<file path="config.mk">
export PLATFORM = sky130hd
export DESIGN_NAME = msm_stop_ctrl
export DESIGN_NICKNAME = d
export VERILOG_FILES = /design/src/pkg/msm_pkg.sv /design/src/rtl/msm_stop_ctrl.sv /design/src/rtl/msm_term_sync.sv
export SDC_FILE = /design/constraint.sdc
export NUM_CORES = 1
export LEC_CHECK = 0
export ABC_AREA = 1
export BUFFER_PORTS_ARGS = -buffer_cell sky130_fd_sc_hd__clkbuf_2
export CELL_PAD_IN_SITES_DETAIL_PLACEMENT = 0
export CELL_PAD_IN_SITES_GLOBAL_PLACEMENT = 1
export CORE_UTILIZATION = 30
export CTS_BUF_LIST = sky130_fd_sc_hd__clkbuf_16
export CTS_CLUSTER_DIAMETER = 30
export DETAILED_ROUTE_END_ITERATION = 10
export GPL_TIMING_DRIVEN = 0
export PLACE_DENSITY = 0.67
export SLEW_MARGIN = 20
export SYNTH_ARGS = -nofsm -noshare
export SYNTH_HDL_FRONTEND = slang
export SYNTH_HIERARCHICAL = 1
export SYNTH_SLANG_ARGS = --single-unit
</file>
<file path="constraint.sdc">
create_clock -name clk_i -period 1.4 [get_ports clk_i]
set_input_delay 0.07 -clock clk_i [delete_from_list [all_inputs] [get_ports clk_i]]
set_output_delay 0.07 -clock clk_i [all_outputs]
set_load 0.05 [all_outputs]
</file>
<file path="src/pkg/msm_pkg.sv">
// Shared constants, encodings and carrier types of the motor stop control
package msm_pkg;

  // Sequence input terminals and default assignment of the limit functions
  localparam int unsigned TERM_W       = 8;
  localparam int unsigned TSEL_W       = 3;
  localparam logic [2:0]  FWD_TERM_RST = 3'h4;
  localparam logic [2:0]  REV_TERM_RST = 3'h5;

  // Overtravel stop selector values
  localparam logic        OT_TORQUE    = 1'h0;
  localparam logic        OT_BRAKE     = 1'h1;
  localparam logic        OT_SEL_RST   = OT_TORQUE;

  // Stop method setting values
  typedef enum logic [1:0] {
    STOP_BRAKE_HOLD    = 2'h0,
    STOP_BRAKE_RELEASE = 2'h1,
    STOP_COAST_FREE    = 2'h2,
    STOP_COAST_HOLD    = 2'h3
  } msm_stop_t;

  localparam msm_stop_t   STOP_SEL_RST = STOP_BRAKE_HOLD;

  // Accepted configuration
  typedef struct packed {
    logic              ot_sel;
    msm_stop_t         stop_sel;
    logic [TSEL_W-1:0] fwd_term;
    logic [TSEL_W-1:0] rev_term;
  } msm_cfg_t;

  localparam msm_cfg_t CFG_RST = '{
    ot_sel:   OT_SEL_RST,
    stop_sel: STOP_SEL_RST,
    fwd_term: FWD_TERM_RST,
    rev_term: REV_TERM_RST
  };

  // Drive and brake status bundle
  typedef struct packed {
    logic fwd_limit;
    logic rev_limit;
    logic servo_en;
    logic torque_clamp;
    logic brake_release;
    logic fwd_allow;
    logic rev_allow;
    logic stopping;
  } msm_stat_t;

  localparam msm_stat_t STAT_RST = '0;

  // Stop sequencer states
  typedef enum logic [2:0] {
    ST_HOLD,
    ST_OPEN,
    ST_RUN,
    ST_OT_TORQ,
    ST_DB_STOP,
    ST_COAST
  } msm_state_t;

endpackage : msm_pkg

</file>
<file path="src/rtl/msm_stop_ctrl.sv">
// Motor stop sequencer: alarm and overtravel stop, brake and coast handling
// Notes on behaviour
// - Stop motor on servo alarm or overtravel
// - Forward limit stops forward, reverse limit reverse
// - Limit inputs mapped to terminals, defaults fixed
// - Limit shows status only, raises no alarm
// - Overtravel selector: 0 torque stop, 1 brake
// - Overtravel selector resets 0, loads when servo off
// - Torque stop on overtravel clamps motor torque
// - Brake switch closed whenever drive is unpowered
// - Powered brake switch follows stop method setting
// - Never brake while servo torque control active
// - Method: hold, release, coast, coast then brake
// - Stop method resets 0, loads when servo off
// - Brake stop shorts winding while still turning
// - Free-run stop: no torque, no brake
`timescale 1ns/100ps
module msm_stop_ctrl
  import msm_pkg::*;
(
  // Clock and reset
  input  wire logic              clk_i,
  input  wire logic              reset_n_i,
  input  wire logic              clk_en_i,
  // Sequence input terminals from the sensors
  input  wire logic [TERM_W-1:0] terminals_i,
  // Drive state from the control loops
  input  wire logic              servo_alarm_i,
  input  wire logic              servo_on_i,
  input  wire logic              standstill_i,
  input  wire logic              fwd_cmd_i,
  input  wire logic              rev_cmd_i,
  // Configuration
  input  wire msm_cfg_t          cfg_i,
  input  wire logic              cfg_load_i,
  output      msm_cfg_t          cfg_o,
  // Status and drive outputs
  output      msm_stat_t         stat_o
);

  typedef struct packed {
    msm_state_t state;
    msm_cfg_t   cfg;
    msm_stat_t  stat;
  } msm_reg_t;

  msm_reg_t            q;
  msm_reg_t            d;
  logic [TERM_W-1:0]   term_sync;
  logic                fwd_lim;
  logic                rev_lim;
  logic                into_lim;
  logic                any_lim;

  // Limit terminals enter through the synchroniser
  msm_term_sync u_sync (
    .clk_i     (clk_i),
    .reset_n_i (reset_n_i),
    .clk_en_i  (clk_en_i),
    .term_i    (terminals_i),
    .term_o    (term_sync)
  );

  // Assignable limit inputs picked from the synchronised terminals
  assign fwd_lim  = term_sync[q.cfg.fwd_term];
  assign rev_lim  = term_sync[q.cfg.rev_term];
  assign any_lim  = fwd_lim | rev_lim;
  // Only motion toward an active limit counts as overtravel
  assign into_lim = (fwd_lim & fwd_cmd_i) | (rev_lim & rev_cmd_i);

  // State entered when a stop begins, by stop method
  function automatic msm_state_t stop_entry(input msm_stop_t sel);
    msm_state_t s;
    if (sel == STOP_BRAKE_HOLD || sel == STOP_BRAKE_RELEASE)
      s = ST_DB_STOP;
    else
      s = ST_COAST;
    return s;
  endfunction : stop_entry

  // State kept after standstill, by stop method
  function automatic msm_state_t rest_state(input msm_stop_t sel);
    msm_state_t s;
    if (sel == STOP_BRAKE_HOLD || sel == STOP_COAST_HOLD)
      s = ST_HOLD;
    else
      s = ST_OPEN;
    return s;
  endfunction : rest_state

  // Next state, configuration and outputs
  always_comb
  begin
    d = q;
    // Settings change only at rest with the servo off, so a stop in progress keeps its method
    if (cfg_load_i && !q.stat.servo_en && !q.stat.stopping)
      d.cfg = cfg_i;
    unique case (q.state)
      ST_RUN, ST_OT_TORQ:
      begin
        if (servo_alarm_i || !servo_on_i)
          d.state = stop_entry(q.cfg.stop_sel);
        else if (into_lim && q.cfg.ot_sel == OT_BRAKE)
          d.state = stop_entry(q.cfg.stop_sel);
        else if (q.cfg.ot_sel == OT_TORQUE && (into_lim || (q.state == ST_OT_TORQ && any_lim)))
          d.state = ST_OT_TORQ;
        else
          d.state = ST_RUN;
      end
      ST_DB_STOP, ST_COAST:
      begin
        if (standstill_i)
          d.state = rest_state(q.cfg.stop_sel);
      end
      ST_HOLD, ST_OPEN:
      begin
        if (servo_on_i && !servo_alarm_i && !into_lim)
          d.state = ST_RUN;
      end
    endcase
    // Outputs registered from the next state and the mapped limit inputs
    d.stat.servo_en      = (d.state == ST_RUN) || (d.state == ST_OT_TORQ);
    d.stat.torque_clamp  = (d.state == ST_OT_TORQ);
    // Brake closes only in servo-off states that call for it
    d.stat.brake_release = !((d.state == ST_DB_STOP) || (d.state == ST_HOLD));
    d.stat.stopping      = (d.state == ST_DB_STOP) || (d.state == ST_COAST);
    d.stat.fwd_limit     = fwd_lim;
    d.stat.rev_limit     = rev_lim;
    d.stat.fwd_allow     = d.stat.servo_en && !fwd_lim;
    d.stat.rev_allow     = d.stat.servo_en && !rev_lim;
  end

  // State register; reset leaves the winding shorted, as when unpowered
  always_ff @(posedge clk_i or negedge reset_n_i)
  begin
    if (!reset_n_i)
    begin
      q.state <= ST_HOLD;
      q.cfg   <= CFG_RST;
      q.stat  <= STAT_RST;
    end
    else if (clk_en_i)
      q <= d;
  end

  assign cfg_o  = q.cfg;
  assign stat_o = q.stat;
endmodule : msm_stop_ctrl

</file>
<file path="src/rtl/msm_term_sync.sv">
// Two-stage synchroniser for the sequence input terminals
`timescale 1ns/100ps
module msm_term_sync
  import msm_pkg::*;
(
  // Clock and reset
  input  wire logic              clk_i,
  input  wire logic              reset_n_i,
  input  wire logic              clk_en_i,
  // Terminals
  input  wire logic [TERM_W-1:0] term_i,
  output      logic [TERM_W-1:0] term_o
);

  typedef struct packed {
    logic [TERM_W-1:0] meta;
    logic [TERM_W-1:0] sync;
  } msm_sync_reg_t;

  msm_sync_reg_t q;
  msm_sync_reg_t d;

  // Per-terminal two flip-flop chain; first stage feeds only the second
  always_comb
  begin
    d = q;
    for (int i = 0; i < TERM_W; i++)
    begin
      d.meta[i] = term_i[i];
      d.sync[i] = q.meta[i];
    end
  end

  // State register, frozen while the clock enable is low
  always_ff @(posedge clk_i or negedge reset_n_i)
  begin
    if (!reset_n_i)
      q <= '0;
    else if (clk_en_i)
      q <= d;
  end

  assign term_o = q.sync;

endmodule : msm_term_sync

</file>
==> results of run 1 <==
==> sequential cells by signal, summed over array words and instances (netlist names) <==
register and count:
cfg_o 9, u_sync/term_o 8, q 3, stat_o 8
u_sync/d 8
==> cell type report <==
type,count,share of cell area [%]
sequential,36,34.2
multi-input combinational,152,33.1
timing repair buffer,54,13.0
buffer,22,6.76
clock buffer,5,4.73
inverter,24,3.78
tap,77,3.64
clock inverter,3,0.757
==> worst max path at each step <==
stage	from	end	cells after the start
final	cfg_o[0]	stat_o[3]	12
after global routing	cfg_o[0]	stat_o[2]	13
after CTS	cfg_o[0]	stat_o[3]	11
after detailed placement	cfg_o[0]	stat_o[2]	13
after global placement	cfg_o[0]	stat_o[4]	13
after floorplan	cfg_o[0]	stat_o[1]	13
==> synthesized netlist by cell type <==
master      n
nand2_1    71
dfrtp_1    33
nand2_2    24
inv_1      20
buf_4      17
nand3_1    12
nor2_1     12
nand3_2     9
a21oi_1     8
o21ai_0     4
dfstp_2     3
inv_2       3
buf_6       2
clkbuf_1    2
ha_1        2
or2_2       2
a21oi_2     1
buf_12      1
inv_8       1
mux2_2      1
mux2i_1     1
nand4_1     1
nor2_2      1
nor3_1      1
o2111ai_1   1
o21ai_1     1
==> what timing repair did <==
item	4_1_cts	5_1_grt
setup endpoints to repair	17	18
buffers inserted	3	2
gates resized for setup	4	27
hold buffers	6	1
endpoints found under the hold margin	38	1
pin swaps	2	11
==> per-stage QoR <==
step,utilization (%),hold WS [ns],setup slack (ns),instances
4_1_cts,39.7,0.000477,-0.196,370
3_5_place_dp,35.8,0.259,-0.211,353
6_report,41.9,0.00102,-0.233,373
3_3_place_gp,35.8,0.261,-0.227,353
5_1_grt,41.9,0.0156,-0.340,373
2_1_floorplan,-,-0.226,-0.0427,234
==> layer usage <==
| metal | track usage, % | vias up | share of wire, % | wire (µm) |
|---|---|---|---|---|
| li1 | - | 837 | - | - |
| met3 | 2.64 | 5 | 3.6 | 149 |
| met4 | 4.66 | 0 | 1.1 | 47 |
| met1 | 17.5 | 747 | 49 | 2080 |
| met2 | 20.7 | 34 | 46 | 1920 |
| met5 | 0 | - | 0 | 0 |
==> cell families after synthesis <==
kind of cell	Yosys count
and+or+nand+nor	133
buffers and inverters	46
DFF	36
AOI/OAI and AO/OA	15
muxes	2
adders and majority gates	2
==> power by group <==
| group | total, W | internal (W) | switching [W] |
|---|---|---|---|
| combinational | 0.00300 | 0.00111 | 0.00190 |
| sequential | 0.00165 | 0.00137 | 0.000278 |
| clock | 0.00108 | 0.000655 | 0.000420 |
==> worst reg2reg max path, delay by kind of cell, from the launching register on <==
kind          cells  cell delay [ns]
flops             1             0.58
buf+inv           1             0.13
simple gates     11             0.83
==> layout by cell type, fill, tap and decap left out, types with 2 or more instances in the layout <==
cell           Yosys  routed
buf_6              2       3
inv_2              3       2
buf_12             1       2
a21oi_1            8       8
dfstp_2            3       3
buf_4             17      20
inv_1             20      21
o21ai_1            1       2
nand2_1           71      61
dfrtp_1           33      33
nor2_1            12      12
ha_1               2       2
clkbuf_2           0      42
nand3_2            9      10
clkbuf_16          0       5
nand2_2           24      30
nand3_4            0       4
dlygate4sd3_1      0       7
o21ai_0            4       3
nand2_4            0       4
or2_2              2       2
nand3_1           12       7
==> impl_metrics.py, run 1 <==
metrics = {
    "worst_hold_path": {
        "min_path_type": "in -> reg",
        "worstHoldStart": "terminals_i[0]",
        "hold-path-cell-count": 3,
        "min_to": "u_sync/d[0]",
    },
    "place": {
        "gp_congestion": 0.735,
        "portBuffers": 42,
        "detailed_place_hpwl_um": 3000,
        "dpl_cell_area_um2": 2260,
    },
    "worst_setup_path": {
        "rr_worst_depth": 12,
        "cp.buffers_inverters": 1,
        "start_kind": "flop",
        "cpMostUsedCell": "nand3_4",
        "r2r-end": "stat_o[3]",
        "crit_family": "simple AND/OR/NAND/NOR gates",
        "critical_path_required_ns": 1.57,
        "reg2reg_slack_ns": -0.23,
        "crit_slowest_cell": "dfstp_2",
        "r2r_start": "cfg_o[0]",
        "path_cells": "buf_12, nand2_4, nand3_4, nand3_4, nand3_4, nand2_4, nor2_4, nand2_1, nand2_2, nand2_2, nand3_2, nand2_1",
        "critPathMaxFanout": 5,
        "critical_path_arrival_ns": 1.80,
        "critical_path_class": "reg -> reg",
        "cpPeakStageDelay_ns": 0.58,
        "end_kind": "flop",
    },
    "global_route": {
        "grt_usage_pct": 13.0,
        "antenna_found_initial": 0,
        "first_global_vias": 1439,
        "grt-ovfl-total": 0,
        "grt_pass1_wl_um": 6580,
        "grt_max_degree": 37,
    },
    "layout": {
        "multi_input_comb_area_um2": 876,
        "final_nets": 323,
        "drive_gt1_share_pct": 45.6,
        "final_area_um2": 2650,
        "syn2layout_area_growth_pct": 35.6,
        "antennaDiodeCount": 0,
        "nFillCells": 679,
        "regArea_um2": 905,
    },
    "timing": {
        "hold_viol_final": 0,
        "fin_ws_ns": -0.233,
        "max_freq_mhz": 612,
        "max_slew_margin_pct": 39.1,
        "min_period_over_period_pct": 117,
        "grt_setup_unrepaired": "true",
        "min_period_ns": 1.63,
        "fin_skew_ns": 0.00541,
        "drv_slew": 0,
        "setup_tns_ns": -1.91,
        "finalSetupViolCount": 15,
        "tightestPinTransition_ns": 0.914,
    },
    "clock_tree": {
        "cts_made_buffers": 5,
        "h-tree-depth": 2,
        "clk_latency_ns": 0.28,
        "cts_tree": "yes",
        "ctsLongestPathBuffers": 2,
        "clockRootBuffer": "clkbuf_16",
        "cts.sinks": 36,
        "clk_pin_slew_ns": 0.06,
    },
    "yosys": {
        "synth_nets": 262,
        "synth_fa_ha_area_share_pct": 1.28,
        "yosys_warnings": 6,
        "synth_top_family_by_area": "simple AND/OR/NAND/NOR gates",
        "synth-seq-area-share_pct": 46.4,
        "yosysTopAreaCell": "dfrtp_1",
        "synth_area_um2": 1950,
        "synth-seq-cells": 36,
        "yosys.area_share.simple_pct": 32.9,
        "ys_top_cells_by_area": "dfrtp_1, nand2_1, nand2_2",
        "ys_types": 26,
        "syn_avg_cell_area_um2": 8.34,
        "synth_xor_area_share_pct": 0,
        "yosysTopAreaCellShare_pct": 42.3,
        "synthMuxAreaShare_pct": 1.09,
        "syn_inst": 234,
        "synth_compound_area_share_pct": 4.23,
    },
    "die": {
        "die_x_um": 82.6,
        "num_io_pins": 43,
        "die_area_um2": 6830,
        "fp-row-count": 29,
        "start_util_pct": 30.9,
        "die_h_um": 82.6,
        "core_area_um2": 6310,
    },
    "route": {
        "drc_errors": 0,
        "drtIter0Drc": 32,
        "vias": 1623,
        "drt-total-wl_um": 4190,
        "ant_nets": 0,
        "wire_per_inst_um": 11.2,
        "dr.pass1.iters": 4,
        "routed_via_density": 4.35,
    },
    "job": {
        "cap_violations": 0,
    },
    "power_and_ir_drop": {
        "ir_worst_vdd_mv": 1.08,
        "p_leak_nw": 1.41,
        "power.density_nw_per_um2": 2170,
        "finalPower_w": 0.00573,
    },
    "outcome": {
        "violations": "setup timing",
        "status": "complete, but fails checks",
    },
}
No activity file was read; power rests on OpenSTA's default activity.
==> inputs of run 2 (changes only) <==
Settings changed: PLACE_DENSITY 0.67 to 0.65.
Clock period 1.4 ns to 2.05 ns, I/O delays scaled along.
==> run 2 against run 1 <==
  * Hold slack better by 0.028 ns
  * Core utilization fell by 3.8 points
  * Final cell count decreased by 2.9%
  * Critical path depth is 1 lower
  * Via count down 4.9%
  * The run now ends clean
  * Non-clock buffer count fell by 11
  * Clock skew fell by 0.0011 ns
  * Critical endpoint unchanged
==> impl_metrics.py, run 2 (synthesized netlist as in run 1, its figures left out) <==
metrics = {
    "outcome": {
        "status": "completed",
    },
    "timing": {
        "tightestPinTransition_ns": 0.906,
        "grt_setup_unrepaired": "false",
        "drv_slew": 0,
        "min_period_over_period_pct": 79.1,
        "holdWs_ns": 0.0287,
        "min_period_ns": 1.62,
        "finalSetupViolCount": 0,
        "fin_ws_ns": 0.428,
        "max_freq_mhz": 616,
        "setup_tns_ns": 0,
        "max_slew_margin_pct": 39.6,
        "fin_skew_ns": 0.00436,
        "hold_viol_final": 0,
    },
    "layout": {
        "drive_gt1_share_pct": 39.3,
        "syn2layout_area_growth_pct": 23.2,
        "nFillCells": 683,
        "final_common_cell": "nand2_1",
        "layout_common_cells": "nand2_1, clkbuf_2, dfrtp_1",
        "final_nets": 312,
        "largest_reg_flops": 9,
        "antennaDiodeCount": 0,
    },
    "power_and_ir_drop": {
        "clkPwrFrac_pct": 19.9,
        "finalPower_w": 0.00355,
        "p_int_w": 0.00196,
        "ir_worst_vdd_mv": 0.738,
        "p_leak_nw": 1.33,
        "seq_power_share_pct": 31.5,
        "swShare_pct": 44.8,
        "power.switching_w": 0.00159,
        "power.density_nw_per_um2": 1480,
        "p_comb_share_pct": 48.6,
    },
    "clock_tree": {
        "clk_pin_slew_ns": 0.05,
        "ctsLongestPathBuffers": 2,
        "h-tree-depth": 2,
        "clockRootBuffer": "clkbuf_16",
        "cts_made_buffers": 5,
        "post_cts_resized": 0,
        "cts_tree": "yes",
        "cts.sinks": 36,
        "clk_latency_ns": 0.27,
    },
    "die": {
        "die_x_um": 82.6,
        "die_area_um2": 6830,
        "core_area_um2": 6310,
        "num_io_pins": 43,
        "start_util_pct": 30.9,
        "die_h_um": 82.6,
        "fp-row-count": 29,
    },
    "global_route": {
        "grt_usage_pct": 13.1,
        "first_global_vias": 1428,
        "grt_max_degree": 37,
        "grt_pass1_wl_um": 6640,
        "antenna_found_initial": 0,
        "grt-ovfl-total": 0,
    },
    "worst_setup_path": {
        "start_kind": "flop",
        "critPathMaxFanout": 6,
        "reg2reg_slack_ns": 0.43,
        "crit_path_start": "cfg_o[0]",
        "rr_worst_depth": 11,
        "r2r_start": "cfg_o[0]",
        "critical_path_class": "reg -> reg",
        "critical_path_required_ns": 2.21,
        "critical_path_arrival_ns": 1.79,
        "cpMostUsedCell": "nand2_1",
        "cpPeakStageDelay_ns": 0.58,
        "crit_slowest_cell": "dfstp_2",
        "end_kind": "flop",
        "crit_end": "stat_o[3]",
        "r2r-end": "stat_o[3]",
        "path_cells": "nand2_1, nand3_2, nand3_2, nand3_2, nand2_2, nor2_2, nand2_1, nand2_1, nand2_2, nand3_1, nand2_1",
    },
    "place": {
        "portBuffers": 42,
        "detailed_place_hpwl_um": 3010,
        "gp_congestion": 0.734,
        "place_ws_ns": 0.419,
    },
    "route": {
        "drtIter0Drc": 67,
        "wl_met1_um": 2020,
        "dr.pass1.iters": 4,
        "vias": 1544,
        "ant_nets": 0,
        "routed_via_density": 4.27,
        "highest_layer": "met4",
        "wl_met2_um": 1660,
        "wire_per_inst_um": 10.9,
        "drt-total-wl_um": 3940,
        "dr_wl_met3_um": 207,
        "drc_errors": 0,
    },
    "job": {
        "cap_violations": 0,
    },
    "worst_hold_path": {
        "min_path_type": "in -> reg",
    },
}
run 2: worst max-delay path, delay by kind of cell (launching register included):
family / cells / cell delay, ns
DFF: 1 / 0.58
and+or+nand+nor: 11 / 0.94
run 2: worst min path at each step:
stage | startpoint | end | slack, ns | cells after the start
finish | terminals_i[3] | u_sync/d[3] | 0.03 | 3
global route | terminals_i[7] | u_sync/d[7] | 0.04 | 3
CTS | terminals_i[7] | u_sync/d[7] | 0.02 | 3
detailed placement | reset_n_i | cfg_o[6] | 0.28 | 1
global placement | reset_n_i | cfg_o[8] | 0.29 | 1
floorplan | reset_n_i | cfg_o[1] | -0.19 | 0
run 2: routing by layer:
metal,vias up,global-route usage (%)
met2,32,19.3
li1,807,-
met4,0,4.14
met1,700,18.7
met3,5,3.30
met5,-,0
run 2: area by class of cell:
type                    instances  area [µm²]  share of cell area (%)
flip-flops and latches         36         905                    37.6
inverters                      24        97.6                    4.06
well taps                      77        96.3                    4.01
clock inverters                 3        11.3                   0.469
clock buffers                   5         125                    5.21
multi-input cells             152         771                    32.1
plain buffers                  22         178                    7.39
repair buffers                 43         220                    9.16
run 2: timing repair:
action                                 in CTS  in global routing
hold buffers                                1                  0
setup buffers                               0                  0
endpoints found under the hold margin      33                  0
run 2: power by group through the flow:
stage | Sequential, W | Combinational, W | Clock [W]
after detailed placement | 0.00113 | 0.00175 | 0
final | 0.00112 | 0.00173 | 0.000706
after global routing | 0.00115 | 0.00192 | 0.000754
after CTS | 0.00112 | 0.00175 | 0.000733
after floorplan | 0.00108 | 0.00143 | 0
after global placement | 0.00114 | 0.00173 | 0
run 2: per-stage QoR:
stage          util [%]  instance area [µm²]  std cells
2_1_floorplan         -                 1950        234
3_3_place_gp       35.8                 2260        353
3_5_place_dp       35.8                 2260        353
4_1_cts            38.1                 2400        362
5_1_grt            38.1                 2400        362
6_report           38.1                 2400        362
